$ cat src/core/oscd_pkg.sv
// package for the oscillator switch and clock divider control block
// assumes a 16-bit register port with one-cycle read latency
package oscd_pkg;
    // register indices on the plain port
    localparam logic [2:0] ADDR_OSC_CONTROL = 3'h0;
    localparam logic [2:0] ADDR_CLOCK_DIVIDER_CTRL = 3'h1;
    localparam logic [2:0] ADDR_FAST_RC_TUNE = 3'h2;
    localparam logic [2:0] ADDR_HALF_PERIOD_DIVISOR = 3'h3;
    localparam logic [2:0] ADDR_FRACTION_ADDEND = 3'h4;
    // osc_control field positions
    localparam int CUR_SRC_LSB = 12;
    localparam int NEXT_SRC_LSB = 8;
    localparam int PIN_LOCK_BIT = 6;
    localparam int PLL_LOCK_BIT = 5;
    localparam int CLK_FAIL_BIT = 3;
    localparam int SLEEP_KEEP_BIT = 2;
    localparam int SEC_EN_BIT = 1;
    localparam int SWITCH_REQ_BIT = 0;
    // clock_divider_ctrl field positions, then the fraction_addend field
    localparam int ROI_BIT = 15;
    localparam int RATIO_LSB = 12;
    localparam int RATIO_EN_BIT = 11;
    localparam int DIV_SRC_LSB = 8;
    localparam int POSTSCALE_LSB = 6;
    localparam int PLL_FORCE_BIT = 5;
    localparam int FRAC_LSB = 7;
    // unlock keys for the high and low byte
    localparam logic [7:0] KEY_HI_A = 8'h78;
    localparam logic [7:0] KEY_HI_B = 8'h9A;
    localparam logic [7:0] KEY_LO_A = 8'h46;
    localparam logic [7:0] KEY_LO_B = 8'h57;
    // reset values
    localparam logic [2:0] RATIO_RESET = 3'h3;
    localparam logic [14:0] DIVISOR_RESET = 15'h0001;
    // source codes
    localparam logic [2:0] SRC_FRC_PLL = 3'h1;
    localparam logic [2:0] SRC_PRI_PLL = 3'h3;
    // new-clock cycles waited before change-over
    localparam logic [3:0] SETTLE_CYCLES = 4'hA;
    // register port request
    typedef struct packed {
        logic [2:0] addr;
        logic [15:0] wdata;
        logic wr;
        logic rd;
    } oscd_req_t;
endpackage

$ cat src/core/oscd_ctrl.sv
// oscillator switch control, doze ratio and fractional divider settings
// assumes oscillator status pins are synchronous unless noted; async ones
// (ready, lock, new-clock tick) pass two flip-flops here
// What this block does
// - fail monitor detection sets clock-fail flag
// - sleep-keep bit keeps primary running in Sleep
// - secondary-enable bit drives secondary oscillator
// - switch request starts switch; zero means done
// - pin lock changes only after unlock
// - PLL lock reads zero in switch/non-PLL
// - source fields reset from boot configuration
// - interrupt clears ratio enable when recover set
// - ratio field 1:2^n, resets to 011
// - ratio applies only while ratio enable set
// - divider source field selects divider input
// - postscale field divides PLL branch 1-8
// - PLL runs when forced or PLL source
// - tune code is signed offset
// - divisor is half-period, resets to one
// - zero divisor passes source undivided
// - nine-bit fraction adds n/512 per half-period
// - primary submode fixed by configuration only
// - switching enabled only when config bit zero
// - switching disabled: next field ignored
// - switching disabled: request ignored, reads zero
// - same source request aborts and clears
// - wait ten new-clock cycles before change-over
//
// Chosen here: the register addresses and the strobed register port.
module oscd_ctrl (
    // clock and reset
    input wire logic clk_sys,
    input wire logic reset,
    // register port
    input wire oscd_pkg::oscd_req_t bus_req,
    output logic [15:0] rdata,
    // configuration straps
    input wire logic [2:0] boot_source_config,
    input wire logic switch_config_bit,
    input wire logic pin_lock_one_way,
    input wire logic [1:0] primary_submode_config,
    // events and oscillator status
    input wire logic fail_safe_monitor_event,
    input wire logic interrupt_event,
    input wire logic new_osc_stable_async,
    input wire logic new_clock_tick_async,
    input wire logic pll_lock_async,
    // oscillator controls
    output logic [2:0] active_source,
    output logic [2:0] switch_target,
    output logic switch_busy,
    output logic primary_sleep_keep,
    output logic secondary_osc_enable,
    output logic pll_run,
    output logic [1:0] primary_submode,
    output logic pin_map_lock,
    // divider and tuning controls
    output logic [2:0] cpu_ratio_log2,
    output logic [2:0] divider_source_field,
    output logic [3:0] pll_postscale_div,
    output logic [1:0] pll_postscale_field,
    output logic [5:0] fast_rc_tune_code,
    output logic [14:0] half_period_divisor,
    output logic [8:0] fraction_addend,
    output logic divider_bypass
);
    // control registers
    logic [2:0] current_source_field_r;
    logic [2:0] next_source_field_r;
    logic switch_request_r;
    logic clock_fail_flag_r;
    logic primary_sleep_keep_r;
    logic secondary_osc_enable_r;
    logic pin_map_lock_r;
    logic recover_on_interrupt_r;
    logic [2:0] ratio_field_r;
    logic ratio_enable_r;
    logic [2:0] divider_source_field_r;
    logic [1:0] pll_postscale_field_r;
    logic pll_force_on_r;
    logic [5:0] tune_r;
    logic [14:0] divisor_r;
    logic [8:0] fraction_r;
    logic [1:0] submode_r;
    logic boot_done_r;       // straps caught after reset release
    logic switch_en_r;       // latched switching enable
    logic [15:0] rdata_r;
    // unlock tracking: 0 idle, 1 first key seen, 2 armed
    logic [1:0] hi_unlock_r;
    logic [1:0] lo_unlock_r;
    // synchronisers
    logic [1:0] stable_sync_r;
    logic [1:0] tick_sync_r;
    logic [1:0] lock_sync_r;
    logic tick_prev_r;
    logic [3:0] settle_cnt_r;
    logic lock_seen;
    logic tick_edge;
    logic wr_ctl;
    logic src_is_pll;
    logic same_src;
    logic switch_done;

    // write decode for the oscillator control register
    assign wr_ctl = bus_req.wr && bus_req.addr == oscd_pkg::ADDR_OSC_CONTROL;
    // abort when target equals current
    assign same_src = next_source_field_r == current_source_field_r;
    assign src_is_pll = current_source_field_r == oscd_pkg::SRC_PRI_PLL
        || current_source_field_r == oscd_pkg::SRC_FRC_PLL;
    assign tick_edge = tick_sync_r[1] ^ tick_prev_r;
    // completion: ten new-clock ticks after stable
    assign switch_done = switch_request_r && !same_src
        && settle_cnt_r == oscd_pkg::SETTLE_CYCLES;

    // async status synchronisers
    always_ff @(posedge clk_sys) begin
        if (reset) begin
            stable_sync_r <= 2'h0;
            tick_sync_r <= 2'h0;
            lock_sync_r <= 2'h0;
            tick_prev_r <= 1'b0;
        end else begin
            stable_sync_r <= {stable_sync_r[0], new_osc_stable_async};
            tick_sync_r <= {tick_sync_r[0], new_clock_tick_async};
            lock_sync_r <= {lock_sync_r[0], pll_lock_async};
            tick_prev_r <= tick_sync_r[1];
        end
    end

    // configuration straps caught once after reset
    always_ff @(posedge clk_sys) begin
        if (reset) begin
            boot_done_r <= 1'b0;
            switch_en_r <= 1'b0;
            submode_r <= 2'h0;
        end else if (!boot_done_r) begin
            boot_done_r <= 1'b1;
            switch_en_r <= !switch_config_bit;
            submode_r <= primary_submode_config;
        end
    end

    // unlock key sequences, one per byte; any other write disarms
    always_ff @(posedge clk_sys) begin
        if (reset) begin
            hi_unlock_r <= 2'h0;
            lo_unlock_r <= 2'h0;
        end else if (bus_req.wr) begin
            if (wr_ctl && bus_req.wdata[15:8] == oscd_pkg::KEY_HI_A) begin
                hi_unlock_r <= 2'h1;
            end else if (wr_ctl && hi_unlock_r == 2'h1
                && bus_req.wdata[15:8] == oscd_pkg::KEY_HI_B) begin
                hi_unlock_r <= 2'h2;
            end else begin
                hi_unlock_r <= 2'h0;
            end
            if (wr_ctl && bus_req.wdata[7:0] == oscd_pkg::KEY_LO_A) begin
                lo_unlock_r <= 2'h1;
            end else if (wr_ctl && lo_unlock_r == 2'h1
                && bus_req.wdata[7:0] == oscd_pkg::KEY_LO_B) begin
                lo_unlock_r <= 2'h2;
            end else begin
                lo_unlock_r <= 2'h0;
            end
        end
    end

    // source fields; only an unlocked high-byte write moves next
    always_ff @(posedge clk_sys) begin
        if (reset) begin
            current_source_field_r <= 3'h0;
            next_source_field_r <= 3'h0;
        end else if (!boot_done_r) begin
            current_source_field_r <= boot_source_config;
            next_source_field_r <= boot_source_config;
        end else begin
            if (switch_done) begin
                current_source_field_r <= next_source_field_r;
            end
            if (wr_ctl && hi_unlock_r == 2'h2 && !switch_request_r) begin
                next_source_field_r <=
                    bus_req.wdata[oscd_pkg::NEXT_SRC_LSB +: 3];
            end
        end
    end

    // switch request and settle counter
    always_ff @(posedge clk_sys) begin
        if (reset) begin
            switch_request_r <= 1'b0;
            settle_cnt_r <= 4'h0;
        end else if (!switch_en_r) begin
            switch_request_r <= 1'b0;
            settle_cnt_r <= 4'h0;
        end else if (switch_request_r) begin
            if (same_src || switch_done) begin
                switch_request_r <= 1'b0;
                settle_cnt_r <= 4'h0;
            end else if (stable_sync_r[1] && tick_edge) begin
                settle_cnt_r <= settle_cnt_r + 4'h1;
            end
        end else if (wr_ctl && lo_unlock_r == 2'h2
            && bus_req.wdata[oscd_pkg::SWITCH_REQ_BIT]) begin
            switch_request_r <= 1'b1;
            settle_cnt_r <= 4'h0;
        end
    end

    // low-byte control bits; fail flag set wins over clear
    always_ff @(posedge clk_sys) begin
        if (reset) begin
            clock_fail_flag_r <= 1'b0;
            primary_sleep_keep_r <= 1'b0;
            secondary_osc_enable_r <= 1'b0;
            pin_map_lock_r <= 1'b0;
        end else begin
            if (fail_safe_monitor_event) begin
                clock_fail_flag_r <= 1'b1;
            end else if (switch_request_r && !same_src
                && settle_cnt_r == 4'h0) begin
                clock_fail_flag_r <= 1'b0; // valid switch clears it
            end else if (wr_ctl && lo_unlock_r == 2'h2
                && !bus_req.wdata[oscd_pkg::CLK_FAIL_BIT]) begin
                clock_fail_flag_r <= 1'b0;
            end
            if (wr_ctl && lo_unlock_r == 2'h2) begin
                primary_sleep_keep_r <=
                    bus_req.wdata[oscd_pkg::SLEEP_KEEP_BIT];
                secondary_osc_enable_r <=
                    bus_req.wdata[oscd_pkg::SEC_EN_BIT];
                // one-way lock refuses clearing once set
                if (!(pin_lock_one_way && pin_map_lock_r)) begin
                    pin_map_lock_r <=
                        bus_req.wdata[oscd_pkg::PIN_LOCK_BIT];
                end
            end
        end
    end

    // doze ratio control; interrupt recovery wins over a write
    always_ff @(posedge clk_sys) begin
        if (reset) begin
            recover_on_interrupt_r <= 1'b0;
            ratio_field_r <= oscd_pkg::RATIO_RESET;
            ratio_enable_r <= 1'b0;
            divider_source_field_r <= 3'h0;
            pll_postscale_field_r <= 2'h0;
            pll_force_on_r <= 1'b0;
        end else begin
            if (bus_req.wr
                && bus_req.addr == oscd_pkg::ADDR_CLOCK_DIVIDER_CTRL) begin
                recover_on_interrupt_r <= bus_req.wdata[oscd_pkg::ROI_BIT];
                ratio_field_r <= bus_req.wdata[oscd_pkg::RATIO_LSB +: 3];
                ratio_enable_r <= bus_req.wdata[oscd_pkg::RATIO_EN_BIT];
                divider_source_field_r <=
                    bus_req.wdata[oscd_pkg::DIV_SRC_LSB +: 3];
                pll_postscale_field_r <=
                    bus_req.wdata[oscd_pkg::POSTSCALE_LSB +: 2];
                pll_force_on_r <= bus_req.wdata[oscd_pkg::PLL_FORCE_BIT];
            end
            if (interrupt_event && recover_on_interrupt_r) begin
                ratio_enable_r <= 1'b0;
            end
        end
    end

    // tune, divisor and fraction registers
    always_ff @(posedge clk_sys) begin
        if (reset) begin
            tune_r <= 6'h00;
            divisor_r <= oscd_pkg::DIVISOR_RESET;
            fraction_r <= 9'h000;
        end else if (bus_req.wr) begin
            if (bus_req.addr == oscd_pkg::ADDR_FAST_RC_TUNE) begin
                tune_r <= bus_req.wdata[5:0];
            end else if (bus_req.addr == oscd_pkg::ADDR_HALF_PERIOD_DIVISOR)
            begin
                divisor_r <= bus_req.wdata[14:0];
            end else if (bus_req.addr == oscd_pkg::ADDR_FRACTION_ADDEND) begin
                fraction_r <= bus_req.wdata[oscd_pkg::FRAC_LSB +: 9];
            end
        end
    end

    // PLL lock is forced low during switches and non-PLL modes
    assign lock_seen = lock_sync_r[1] && src_is_pll
        && !switch_request_r;

    // read data, one cycle after the strobe; unmapped reads zero
    always_ff @(posedge clk_sys) begin
        if (reset) begin
            rdata_r <= 16'h0000;
        end else if (bus_req.rd) begin
            if (bus_req.addr == oscd_pkg::ADDR_OSC_CONTROL) begin
                rdata_r <= {1'b0, current_source_field_r, 1'b0,
                    next_source_field_r, 1'b0, pin_map_lock_r, lock_seen,
                    1'b0, clock_fail_flag_r, primary_sleep_keep_r,
                    secondary_osc_enable_r, switch_request_r};
            end else if (bus_req.addr == oscd_pkg::ADDR_CLOCK_DIVIDER_CTRL)
            begin
                rdata_r <= {recover_on_interrupt_r, ratio_field_r,
                    ratio_enable_r, divider_source_field_r,
                    pll_postscale_field_r, pll_force_on_r, 5'h00};
            end else if (bus_req.addr == oscd_pkg::ADDR_FAST_RC_TUNE) begin
                rdata_r <= {10'h000, tune_r};
            end else if (bus_req.addr == oscd_pkg::ADDR_HALF_PERIOD_DIVISOR)
            begin
                rdata_r <= {1'b0, divisor_r};
            end else if (bus_req.addr == oscd_pkg::ADDR_FRACTION_ADDEND) begin
                rdata_r <= {fraction_r, 7'h00};
            end else begin
                rdata_r <= 16'h0000;
            end
        end else begin
            rdata_r <= 16'h0000;
        end
    end

    // outputs
    assign rdata = rdata_r;
    // next field drives nothing while switching is off
    assign switch_target = switch_en_r ? next_source_field_r
        : current_source_field_r;
    assign active_source = current_source_field_r;
    assign switch_busy = switch_request_r;
    assign primary_sleep_keep = primary_sleep_keep_r;
    assign secondary_osc_enable = secondary_osc_enable_r;
    assign pll_run = pll_force_on_r || src_is_pll;
    assign primary_submode = submode_r;
    assign pin_map_lock = pin_map_lock_r;
    assign cpu_ratio_log2 = ratio_enable_r ? ratio_field_r : 3'h0;
    assign divider_source_field = divider_source_field_r;
    assign pll_postscale_field = pll_postscale_field_r;
    assign pll_postscale_div = 4'h1 << pll_postscale_field_r;
    assign fast_rc_tune_code = tune_r;
    assign half_period_divisor = divisor_r;
    assign fraction_addend = fraction_r;
    assign divider_bypass = divisor_r == 15'h0000;
endmodule

$ cat config.mk
export PLATFORM = sky130hd
export DESIGN_NAME = oscd_ctrl
export DESIGN_NICKNAME = d
export VERILOG_FILES = /design/src/core/oscd_pkg.sv /design/src/core/oscd_ctrl.sv
export SDC_FILE = /design/constraint.sdc
export NUM_CORES = 1
export LEC_CHECK = 0
export ABC_AREA = 1
export BUFFER_PORTS_ARGS = -buffer_cell sky130_fd_sc_hd__buf_4
export CORE_MARGIN = 2
export CORE_UTILIZATION = 54
export CTS_BUF_LIST = sky130_fd_sc_hd__clkbuf_4 sky130_fd_sc_hd__clkbuf_8
export DETAILED_ROUTE_END_ITERATION = 6
export HOLD_SLACK_MARGIN = 0.12
export PLACE_DENSITY = 0.8
export SLEW_MARGIN = 40
export SYNTH_ARGS = -nofsm -noshare
export SYNTH_HDL_FRONTEND = slang
export SYNTH_SLANG_ARGS = --single-unit
$ cat constraint.sdc
create_clock -name clk_sys -period 1.7 [get_ports clk_sys]
set_clock_uncertainty 0.15 [all_clocks]
set_input_delay 0.34 -clock clk_sys [delete_from_list [all_inputs] [get_ports clk_sys]]
set_output_delay 0.34 -clock clk_sys [all_outputs]
set_load 0.01 [all_outputs]
==> flow_summary.yaml, run 1 <==
setup_path:
  crit_fanout: 3
  max_stage_delay_ns: 0.33
  worstPathArrival_ns: 1.34
  start_kind: "flop"
  rrSetupSlack_ns: 0.11
  cp.required_ns: 1.21
  crit_path_top_delay_cell: "dfxtp_2"
  crit_type: "flop to primary output"
  cp_cell_sequence: "inv_2 > nand4_1 > nor4_2 > buf_4"
  cp-end-kind: "primary output"
pwr:
  p_leak_uw: 0.00234
  p_switching_uw: 1070
  ir_worst_vdd_v: 0.000782
  p_comb_share_pct: 12.0
  power_density_nw_per_um2: 840
  power_frac_seq_pct: 49.5
  p_sw_share_pct: 24.7
  pwr-share-clk_pct: 38.5
  internal_power_uw: 3260
drt:
  drtPass1Iterations: 7
  drt-total-wl_um: 10700
  ant_nets: 0
  via_per_inst: 5.50
  dr.first_iter.drc_count: 258
  drt-wirelength-per-cell_um: 14.9
  drc_errors: 0
  via_count: 3976
global_routing:
  antenna_found_initial: 0
  grt_pass1_vias: 3422
  grt_first_pass_wirelength_um: 16500
  grt_start_max_net_pins: 48
  track_usage_pct: 27.9
  overflow: 0
logic_synthesis:
  avgSynthCellArea_um2: 7.42
  synth_top_flop_cell: "dfxtp_1"
  yosys_warnings: 0
  synth_cell_types: 36
  ys_seq_area_share_pct: 46.8
  async_flop_share_pct: 0
  ys_ff_latch: 87
  syn-cell-area_um2: 3720
  syn_nets: 540
  synth_cells: 502
  synth_edf_count: 0
timing:
  setup_viol: 1
  setup_ws_ns: -0.130
  fin_crit_ns: 1.83
  slew_viol_final: 0
  fin_crit_sh_pct: 108
  clock.fmax_ghz: 0.546
  worstMarginPinSlew_ns: 0.449
  hold_violations: 0
  rsz0062_at_grt: "true"
  maxSlewHeadroom_pct: 69.9
clocking:
  cts_root_buf: "clkbuf_8"
  cts-buffers-inserted: 9
  clk_pin_slew_ns: 0.09
  cts_tree: "done"
  clk_path_buf_depth: 2
  clkSinkCount: 87
  cts_htree_levels: 3
  clkLatencyLatePin_ns: 0.36
floorplan:
  fp.dieH_um: 87.1
  core.rowCount: 30
  initial_utilization_pct: 55.4
  pin_count: 107
  dieArea_um2: 7580
  core_um2: 6720
  die_x_um: 87.1
status:
  violations: "setup timing"
  status: "finished with violations"
placement:
  placed_area_um2: 4710
  gp_congestion: 0.885
  place_inst: 691
  place_hpwl_um: 7780
  port-buffer-count: 106
final_layout:
  diodes: 0
  drive_gt1_share_pct: 29.1
  instances_no_fill: 723
  final_cell_area_um2: 5160
  syn2layout_area_growth_pct: 38.4
  final_nets: 676
worst_hold_path:
  hp-class: "input port to flop"
job:
  maxCapViolations: 0
-- cell usage after synthesis, types with 3 or more instances --
cell type	n	area, um^2
nand2_2	3	18.8
o22ai_1	9	56.3
nand2_1	69	259
clkbuf_1	7	26.3
nor3_1	7	35.0
nor2_1	50	188
nand4_1	14	87.6
o221ai_1	4	35.0
o21ai_0	45	225
buf_2	6	30.0
nand3_1	23	115
inv_1	81	304
ha_1	3	37.5
inv_2	4	15.0
nor2_4	3	33.8
dfxtp_1	87	1740
a21oi_1	62	310
-- registers in the layout, indices dropped and copies added, names as in the netlist, 2 cells and up --
signal                cells
active_source             3
divider_source_field      3
fast_rc_tune_code         6
fraction_addend           9
half_period_divisor      15
hi_unlock_r               2
lo_unlock_r               2
lock_sync_r               2
next_source_field_r       3
pll_postscale_field       2
primary_submode           2
ratio_field_r             3
rdata                    16
settle_cnt_r              4
stable_sync_r             2
tick_sync_r               2
-- per-stage QoR --
step | hold WS (ns) | setup WS, ns | TNS (ns) | util (%) | power [uW]
global placement | 0.239 | 0.0744 | 0 | 70.0 | 2650
floorplan | 0.238 | 0.164 | 0 | - | 2410
CTS | 0.123 | -0.116 | -0.116 | 75.8 | 4300
finish | 0.114 | -0.130 | -0.130 | 76.7 | 4330
detailed placement | 0.246 | -0.0516 | -0.129 | 70.0 | 2660
global route | 0.133 | -0.220 | -0.220 | 76.7 | 4460
-- per-layer routing --
layer | up-vias | track usage [%] | wire, um | part of all wire, %
li1 | 1920 | - | - | -
met1 | 1841 | 36.4 | 4620 | 43
met2 | 190 | 46.4 | 5090 | 47
met3 | 25 | 4.27 | 814 | 7.6
met4 | 0 | 10.7 | 217 | 2.0
met5 | - | 0 | 0 | 0
-- worst max-delay path: cells and delay by family (launching register included) --
family / cells / cell delay (ns)
and+or+nand+nor: 2 / 0.41
buffers and inverters: 2 / 0.24
DFF: 1 / 0.33
-- power by group through the flow --
stage / Sequential [uW] / Clock, uW / Combinational (uW)
finish: 2140 / 1670 / 519
global route: 2150 / 1750 / 563
CTS: 2140 / 1660 / 502
detailed placement: 2190 / 0 / 473
global placement: 2190 / 0 / 463
floorplan: 2200 / 0 / 205
-- placed cells by master (no fill, tap or decap), types with 4 or more instances in the layout --
cell,count
o22ai_1,9
dfxtp_2,8
nor3_1,7
nor2_1,49
o21ai_0,43
dlygate4sd3_1,13
inv_1,73
nand2_1,69
nand4_1,14
clkbuf_8,11
nand3_1,21
o221ai_1,4
a21oi_1,62
buf_4,126
inv_2,12
dfxtp_1,76
-- path summary, 6_finish.rpt --
check,from,to,cells after the start
max,half_period_divisor[8],divider_bypass,4
min,bus_req[12],divider_source_field[2],3
max reg2reg,settle_cnt_r[0],settle_cnt_r[0],8
min reg2reg,lock_sync_r[0],lock_sync_r[1],2
-- cells by family after synthesis --
family / after synthesis / share of synthesized area, %
compound gates: 130 / 18.9
xor+xnor: 2 / 0.470
fa+ha+maj: 3 / 1.01
buf+inv: 101 / 10.8
flops: 87 / 46.8
simple gates: 179 / 22.1
-- layout make-up --
type	instances	area, um^2
Clock buffer	12	159
Clock inverter	4	77.6
Fill cell	517	1560
Inverter	85	319
Multi-Input combinational cell	314	1620
Sequential cell	87	1760
Tap cell	80	100
Timing Repair Buffer	141	1120
-- what timing repair did --
item | CTS | global route
pin swaps | 3 | 3
setup buffers | 0 | 3
gates cloned | 0 | 0
endpoints found under the setup margin | 8 | 13
resized for setup | 12 | 20
endpoints found under the hold margin | 13 | 0
hold buffers | 13 | 0
Power figures use the tool's default switching activity.
==> inputs of run 2 (changes only) <==
--- a/config.mk
+++ b/config.mk
@@ -13,6 +13,7 @@
 export DETAILED_ROUTE_END_ITERATION = 6
 export HOLD_SLACK_MARGIN = 0.12
 export PLACE_DENSITY = 0.8
+export SKIP_LAST_GASP = 1
 export SLEW_MARGIN = 40
 export SYNTH_ARGS = -nofsm -noshare
 export SYNTH_HDL_FRONTEND = slang
==> run 2 against run 1 <==
  * The flow still finishes with violations (setup timing)
  * Die area unchanged
  * Sequential share of layout area about the same
  * Total power about the same
  * Maximum frequency decreased by 0.30%
  * Worst setup slack got worse by 0.0055 ns
  * Global-route usage unchanged
  * Combinational power about the same
  * Via count decreased by 0.80%
  * Critical path depth unchanged
  * Sequential cell count unchanged
  * Critical endpoint unchanged
==> flow_summary.yaml, run 2 (same netlist as run 1, synthesis figures left out) <==
setup_path:
  worstPathArrival_ns: 1.35
  crit_path_top_delay_cell: "dfxtp_2"
  crit_type: "flop to primary output"
  cp-startpoint: "half_period_divisor[8]"
  crit_buf_inv: 2
  crit_fanout: 3
  cp-end-kind: "primary output"
  start_kind: "flop"
  cp_top_family: "simple AND/OR/NAND/NOR gates"
  rrSetupSlack_ns: 0.11
  cp.required_ns: 1.21
  max_stage_delay_ns: 0.33
  r2r_start: "settle_cnt_r[0]"
  cp_cell_sequence: "inv_2 > nand4_1 > nor4_2 > buf_4"
global_routing:
  overflow: 0
  grt_first_pass_wirelength_um: 16500
  antenna_found_initial: 0
  grt_pass1_vias: 3422
  track_usage_pct: 27.9
  grt_start_max_net_pins: 48
worst_hold_path:
  hp-class: "input port to flop"
  hold_start: "bus_req[12]"
drt:
  drtPass1Iterations: 5
  via_count: 3944
  via_per_inst: 5.46
  ant_nets: 0
  drc_errors: 0
  drt-total-wl_um: 10700
  dr.first_iter.drc_count: 297
  drt-wirelength-per-cell_um: 14.8
clocking:
  cts_root_buf: "clkbuf_8"
  clkSinkCount: 87
  clkLatencyLatePin_ns: 0.36
  cts_htree_levels: 3
  clk_pin_slew_ns: 0.09
  cts-buffers-inserted: 9
  clk_path_buf_depth: 2
  cts_tree: "done"
timing:
  hold_violations: 0
  holdWs_ns: 0.117
  setup_viol: 1
  fin_crit_sh_pct: 108
  setup_ws_ns: -0.136
  fin_crit_ns: 1.84
  worstMarginPinSlew_ns: 0.457
  tns_ns: -0.136
  clock.fmax_ghz: 0.545
  rsz0062_at_grt: "true"
  maxSlewHeadroom_pct: 69.3
  slew_viol_final: 0
floorplan:
  initial_utilization_pct: 55.4
  die_x_um: 87.1
  pin_count: 107
  dieArea_um2: 7580
  core_um2: 6720
  core.rowCount: 30
  fp.dieH_um: 87.1
final_layout:
  n_fill_cell: 518
  final_cell_mix: "buf_4 (126), dfxtp_1 (77), inv_1 (74)"
  layout_commonest_cell: "buf_4"
  largest_register_ffs: 16
  final_core_util_pct: 76.7
  diodes: 0
  drive_gt1_share_pct: 28.8
  syn2layout_area_growth_pct: 38.4
  final_nets: 676
status:
  status: "finished with violations"
  violations: "setup timing"
pwr:
  power_density_nw_per_um2: 839
  ir_worst_vdd_v: 0.000782
  p_leak_uw: 0.00234
placement:
  place_hpwl_um: 7780
  gp_congestion: 0.885
  port-buffer-count: 106
  post-place-ws_ns: -0.0516
job:
  maxCapViolations: 0
[run 2: cell types whose count changed in the layout (fill, tap and decap cells not counted)]
cell,delta
inv_1,+1
dfxtp_1,+1
dfxtp_2,-1
inv_2,-1
[run 2: repair_timing]
item                                    4_1_cts  5_1_grt
endpoints found under the setup margin        8       13
gates resized for setup                      12       18
setup buffers                                 0        3
pin swaps                                     3        3
endpoints found under the hold margin        13        0
hold buffers                                 13        0
cloned                                        0        0
[run 2: metal layers]
metal  routed length, um  GRT usage (%)  vias to the layer above
li1                    -              -                     1925
met1                4610           36.4                     1814
met2                5120           46.4                      179
met3                 796           4.27                       26
met4                 194           10.7                        0
met5                   0              0                        -
[run 2: path summary, 6_finish.rpt]
kind / endpoint / depth (start not counted)
min reg2reg: lock_sync_r[1] / 2
max: divider_bypass / 4
min: divider_source_field[2] / 3
max reg2reg: settle_cnt_r[0] / 8
[run 2: through the flow]
stage,instance area (um^2),instances,total power (uW)
2_1_floorplan,3720,502,2410
3_3_place_gp,4710,691,2650
3_5_place_dp,4710,691,2660
4_1_cts,5090,720,4300
5_1_grt,5150,723,4460
6_report,5150,723,4330
[run 2: worst register-to-register path: cells and delay by family, from the launching register on]
family / cells / cell delay, ns
flops: 1 / 0.37
simple gates: 5 / 0.66
fa+ha+maj: 1 / 0.20
buf+inv: 2 / 0.11
[run 2: cell type report]
cell class	instances	area [um^2]	area share, %
Clock buffer	12	159	3.08
Timing Repair Buffer	141	1120	21.7
Clock inverter	4	77.6	1.50
Multi-Input combinational cell	314	1620	31.5
Inverter	85	319	6.19
Sequential cell	87	1760	34.2
Tap cell	80	100	1.94
[run 2: where the power goes]
group | internal [uW] | switching [uW] | leakage (uW)
Combinational | 235 | 284 | 0.00151
Sequential | 2100 | 46.4 | 0.000713
Clock | 930 | 736 | 0.000120
Total | 3260 | 1070 | 0.00234
==> inputs of run 3 (changes only) <==
--- a/config.mk
+++ b/config.mk
@@ -7,12 +7,15 @@
 export LEC_CHECK = 0
 export ABC_AREA = 1
 export BUFFER_PORTS_ARGS = -buffer_cell sky130_fd_sc_hd__buf_4
+export CELL_PAD_IN_SITES_DETAIL_PLACEMENT = 1
+export CELL_PAD_IN_SITES_GLOBAL_PLACEMENT = 1
 export CORE_MARGIN = 2
-export CORE_UTILIZATION = 54
+export CORE_UTILIZATION = 38
 export CTS_BUF_LIST = sky130_fd_sc_hd__clkbuf_4 sky130_fd_sc_hd__clkbuf_8
+export CTS_CLUSTER_SIZE = 8
 export DETAILED_ROUTE_END_ITERATION = 6
 export HOLD_SLACK_MARGIN = 0.12
-export PLACE_DENSITY = 0.8
+export PLACE_DENSITY = 0.79
 export SKIP_LAST_GASP = 1
 export SLEW_MARGIN = 40
 export SYNTH_ARGS = -nofsm -noshare
==> run 3 against run 2 <==
  * Largest power group unchanged
  * Non-clock buffer count grew 10
  * Sequential share of layout area decreased by 0.81 points
  * Combinational power rose by 5.6%
  * Core utilization down 22 points
  * Clock-buffer cell count fell by 1
  * Register-to-register slack better by 0.05 ns
  * Clock power decreased by 8%
  * Maximum frequency about the same
  * Worst setup slack lost 0.0011 ns
  * The flow still finishes with violations (setup timing)
  * Final cell count up 8.7%
  * Critical path depth unchanged
==> flow_summary.yaml, run 3 (same netlist as run 1, synthesis figures left out) <==
status:
  status: "finished with violations"
  violations: "setup timing"
global_routing:
  antenna_found_initial: 0
  grt_start_max_net_pins: 48
  grt_first_pass_wirelength_um: 20400
  overflow: 0
  track_usage_pct: 24.9
  grt_pass1_vias: 4073
setup_path:
  start_kind: "flop"
  worstPathArrival_ns: 1.35
  rr_worst_depth: 9
  crit_fanout: 2
  cp.required_ns: 1.21
  cp-end-kind: "primary output"
  crit_type: "flop to primary output"
worst_hold_path:
  hold_path_depth: 3
  hp-class: "input port to flop"
final_layout:
  layout_commonest_cell: "buf_4"
  final_cell_mix: "buf_4 (136), dfxtp_1 (73), inv_1 (72)"
  multi_input_area_um2: 1620
  syn2layout_area_growth_pct: 41.8
  drive_gt1_share_pct: 31.1
  final_nets: 686
  final_core_util_pct: 54.8
  n_fill_cell: 1235
  largest_register_ffs: 16
  regArea_um2: 1760
  diodes: 0
clocking:
  clkSinkCount: 87
  cts_htree_levels: 3
  cts-buffers-inserted: 9
  clk_pin_slew_ns: 0.09
  clkLatencyLatePin_ns: 0.36
  clk_path_buf_depth: 2
  cts_root_buf: "clkbuf_8"
  cts_tree: "done"
floorplan:
  fp.dieH_um: 103
  core.rowCount: 36
  dieArea_um2: 10600
  pin_count: 107
  initial_utilization_pct: 38.6
  die_x_um: 103
  core_um2: 9640
drt:
  ant_nets: 0
  drc_errors: 0
  drt-wirelength-per-cell_um: 16.1
  via_count: 4006
  drtPass1Iterations: 5
  drt-total-wl_um: 12700
  dr.first_iter.drc_count: 184
  via_per_inst: 5.10
placement:
  place_hpwl_um: 9320
  port-buffer-count: 106
  post-place-ws_ns: -0.0605
  gp_congestion: 0.883
timing:
  fin_crit_ns: 1.84
  setup_viol: 1
  rsz0062_at_grt: "true"
  setup_ws_ns: -0.137
  maxSlewHeadroom_pct: 71.5
  slew_viol_final: 0
  worstMarginPinSlew_ns: 0.428
  fin_crit_sh_pct: 108
  hold_violations: 0
  clock.fmax_ghz: 0.544
pwr:
  p_leak_uw: 0.00238
  total_power_uw: 4230
  power_density_nw_per_um2: 801
  ir_worst_vdd_v: 0.000326
job:
  maxCapViolations: 0
## run 3: cell count changes in the layout (fill, tap and decap cells not counted), moves of 2 or more
cell,change
dfxtp_1,-4
dfxtp_2,+6
inv_2,+2
inv_6,+2
buf_4,+10
dfxtp_4,-2
inv_1,-2
nand3_2,+3
nand3_4,-2
## run 3: worst max-delay path, cell delays in order, from the launching register on
cell and delay [ns]:
dfxtp_2 0.33, nor2_2 0.12, nand3_2 0.11, nor4_4 0.27
buf_4 0.16
## run 3: power by group
group | leakage (uW) | switching (uW) | internal, uW
sequential | 0.000713 | 50.6 | 2100
combinational | 0.00156 | 303 | 246
clock | 0.000108 | 780 | 753
## run 3: layer usage
metal,vias to the layer above,part of all wire (%),global-route usage (%)
li1,1938,-,-
met1,1910,43,32.4
met2,130,49,42.1
met3,28,6.2,2.92
met4,0,2.5,9.72
met5,-,0,0
## run 3: final cells by class
type	instances	area share [%]
clock buffers	11	2.75
inverters	85	6.04
well taps	133	3.15
clock inverters	5	1.23
flip-flops and latches	87	33.4
repair buffers	151	22.7
multi-input cells	314	30.7
## run 3: path summary, 6_finish.rpt
| check | slack [ns] | to | from |
|---|---|---|---|
| worst max-delay path | -0.14 | divider_bypass | half_period_divisor[1] |
| worst min-delay path | 0.14 | half_period_divisor[0] | bus_req[2] |
| worst max register to register | 0.16 | settle_cnt_r[0] | settle_cnt_r[0] |
| worst min register to register | 0.26 | stable_sync_r[1] | stable_sync_r[0] |
## run 3: what timing repair did
item	CTS	global route
endpoints found under the hold margin	12	0
hold buffers	12	0
pin swaps	4	2
resized for setup	21	14
buffers inserted	8	1
gates cloned	0	0
setup endpoints to repair	9	11
## run 3: stage by stage
stage	hold WS [ns]	setup TNS, ns	instance area (um^2)	std cells
after floorplan	0.238	0	3720	502
after global placement	0.241	0	4820	749
after detailed placement	0.248	-0.153	4820	749
after CTS	0.122	-0.121	5240	785
after global routing	0.132	-0.205	5280	786
final	0.135	-0.137	5280	786
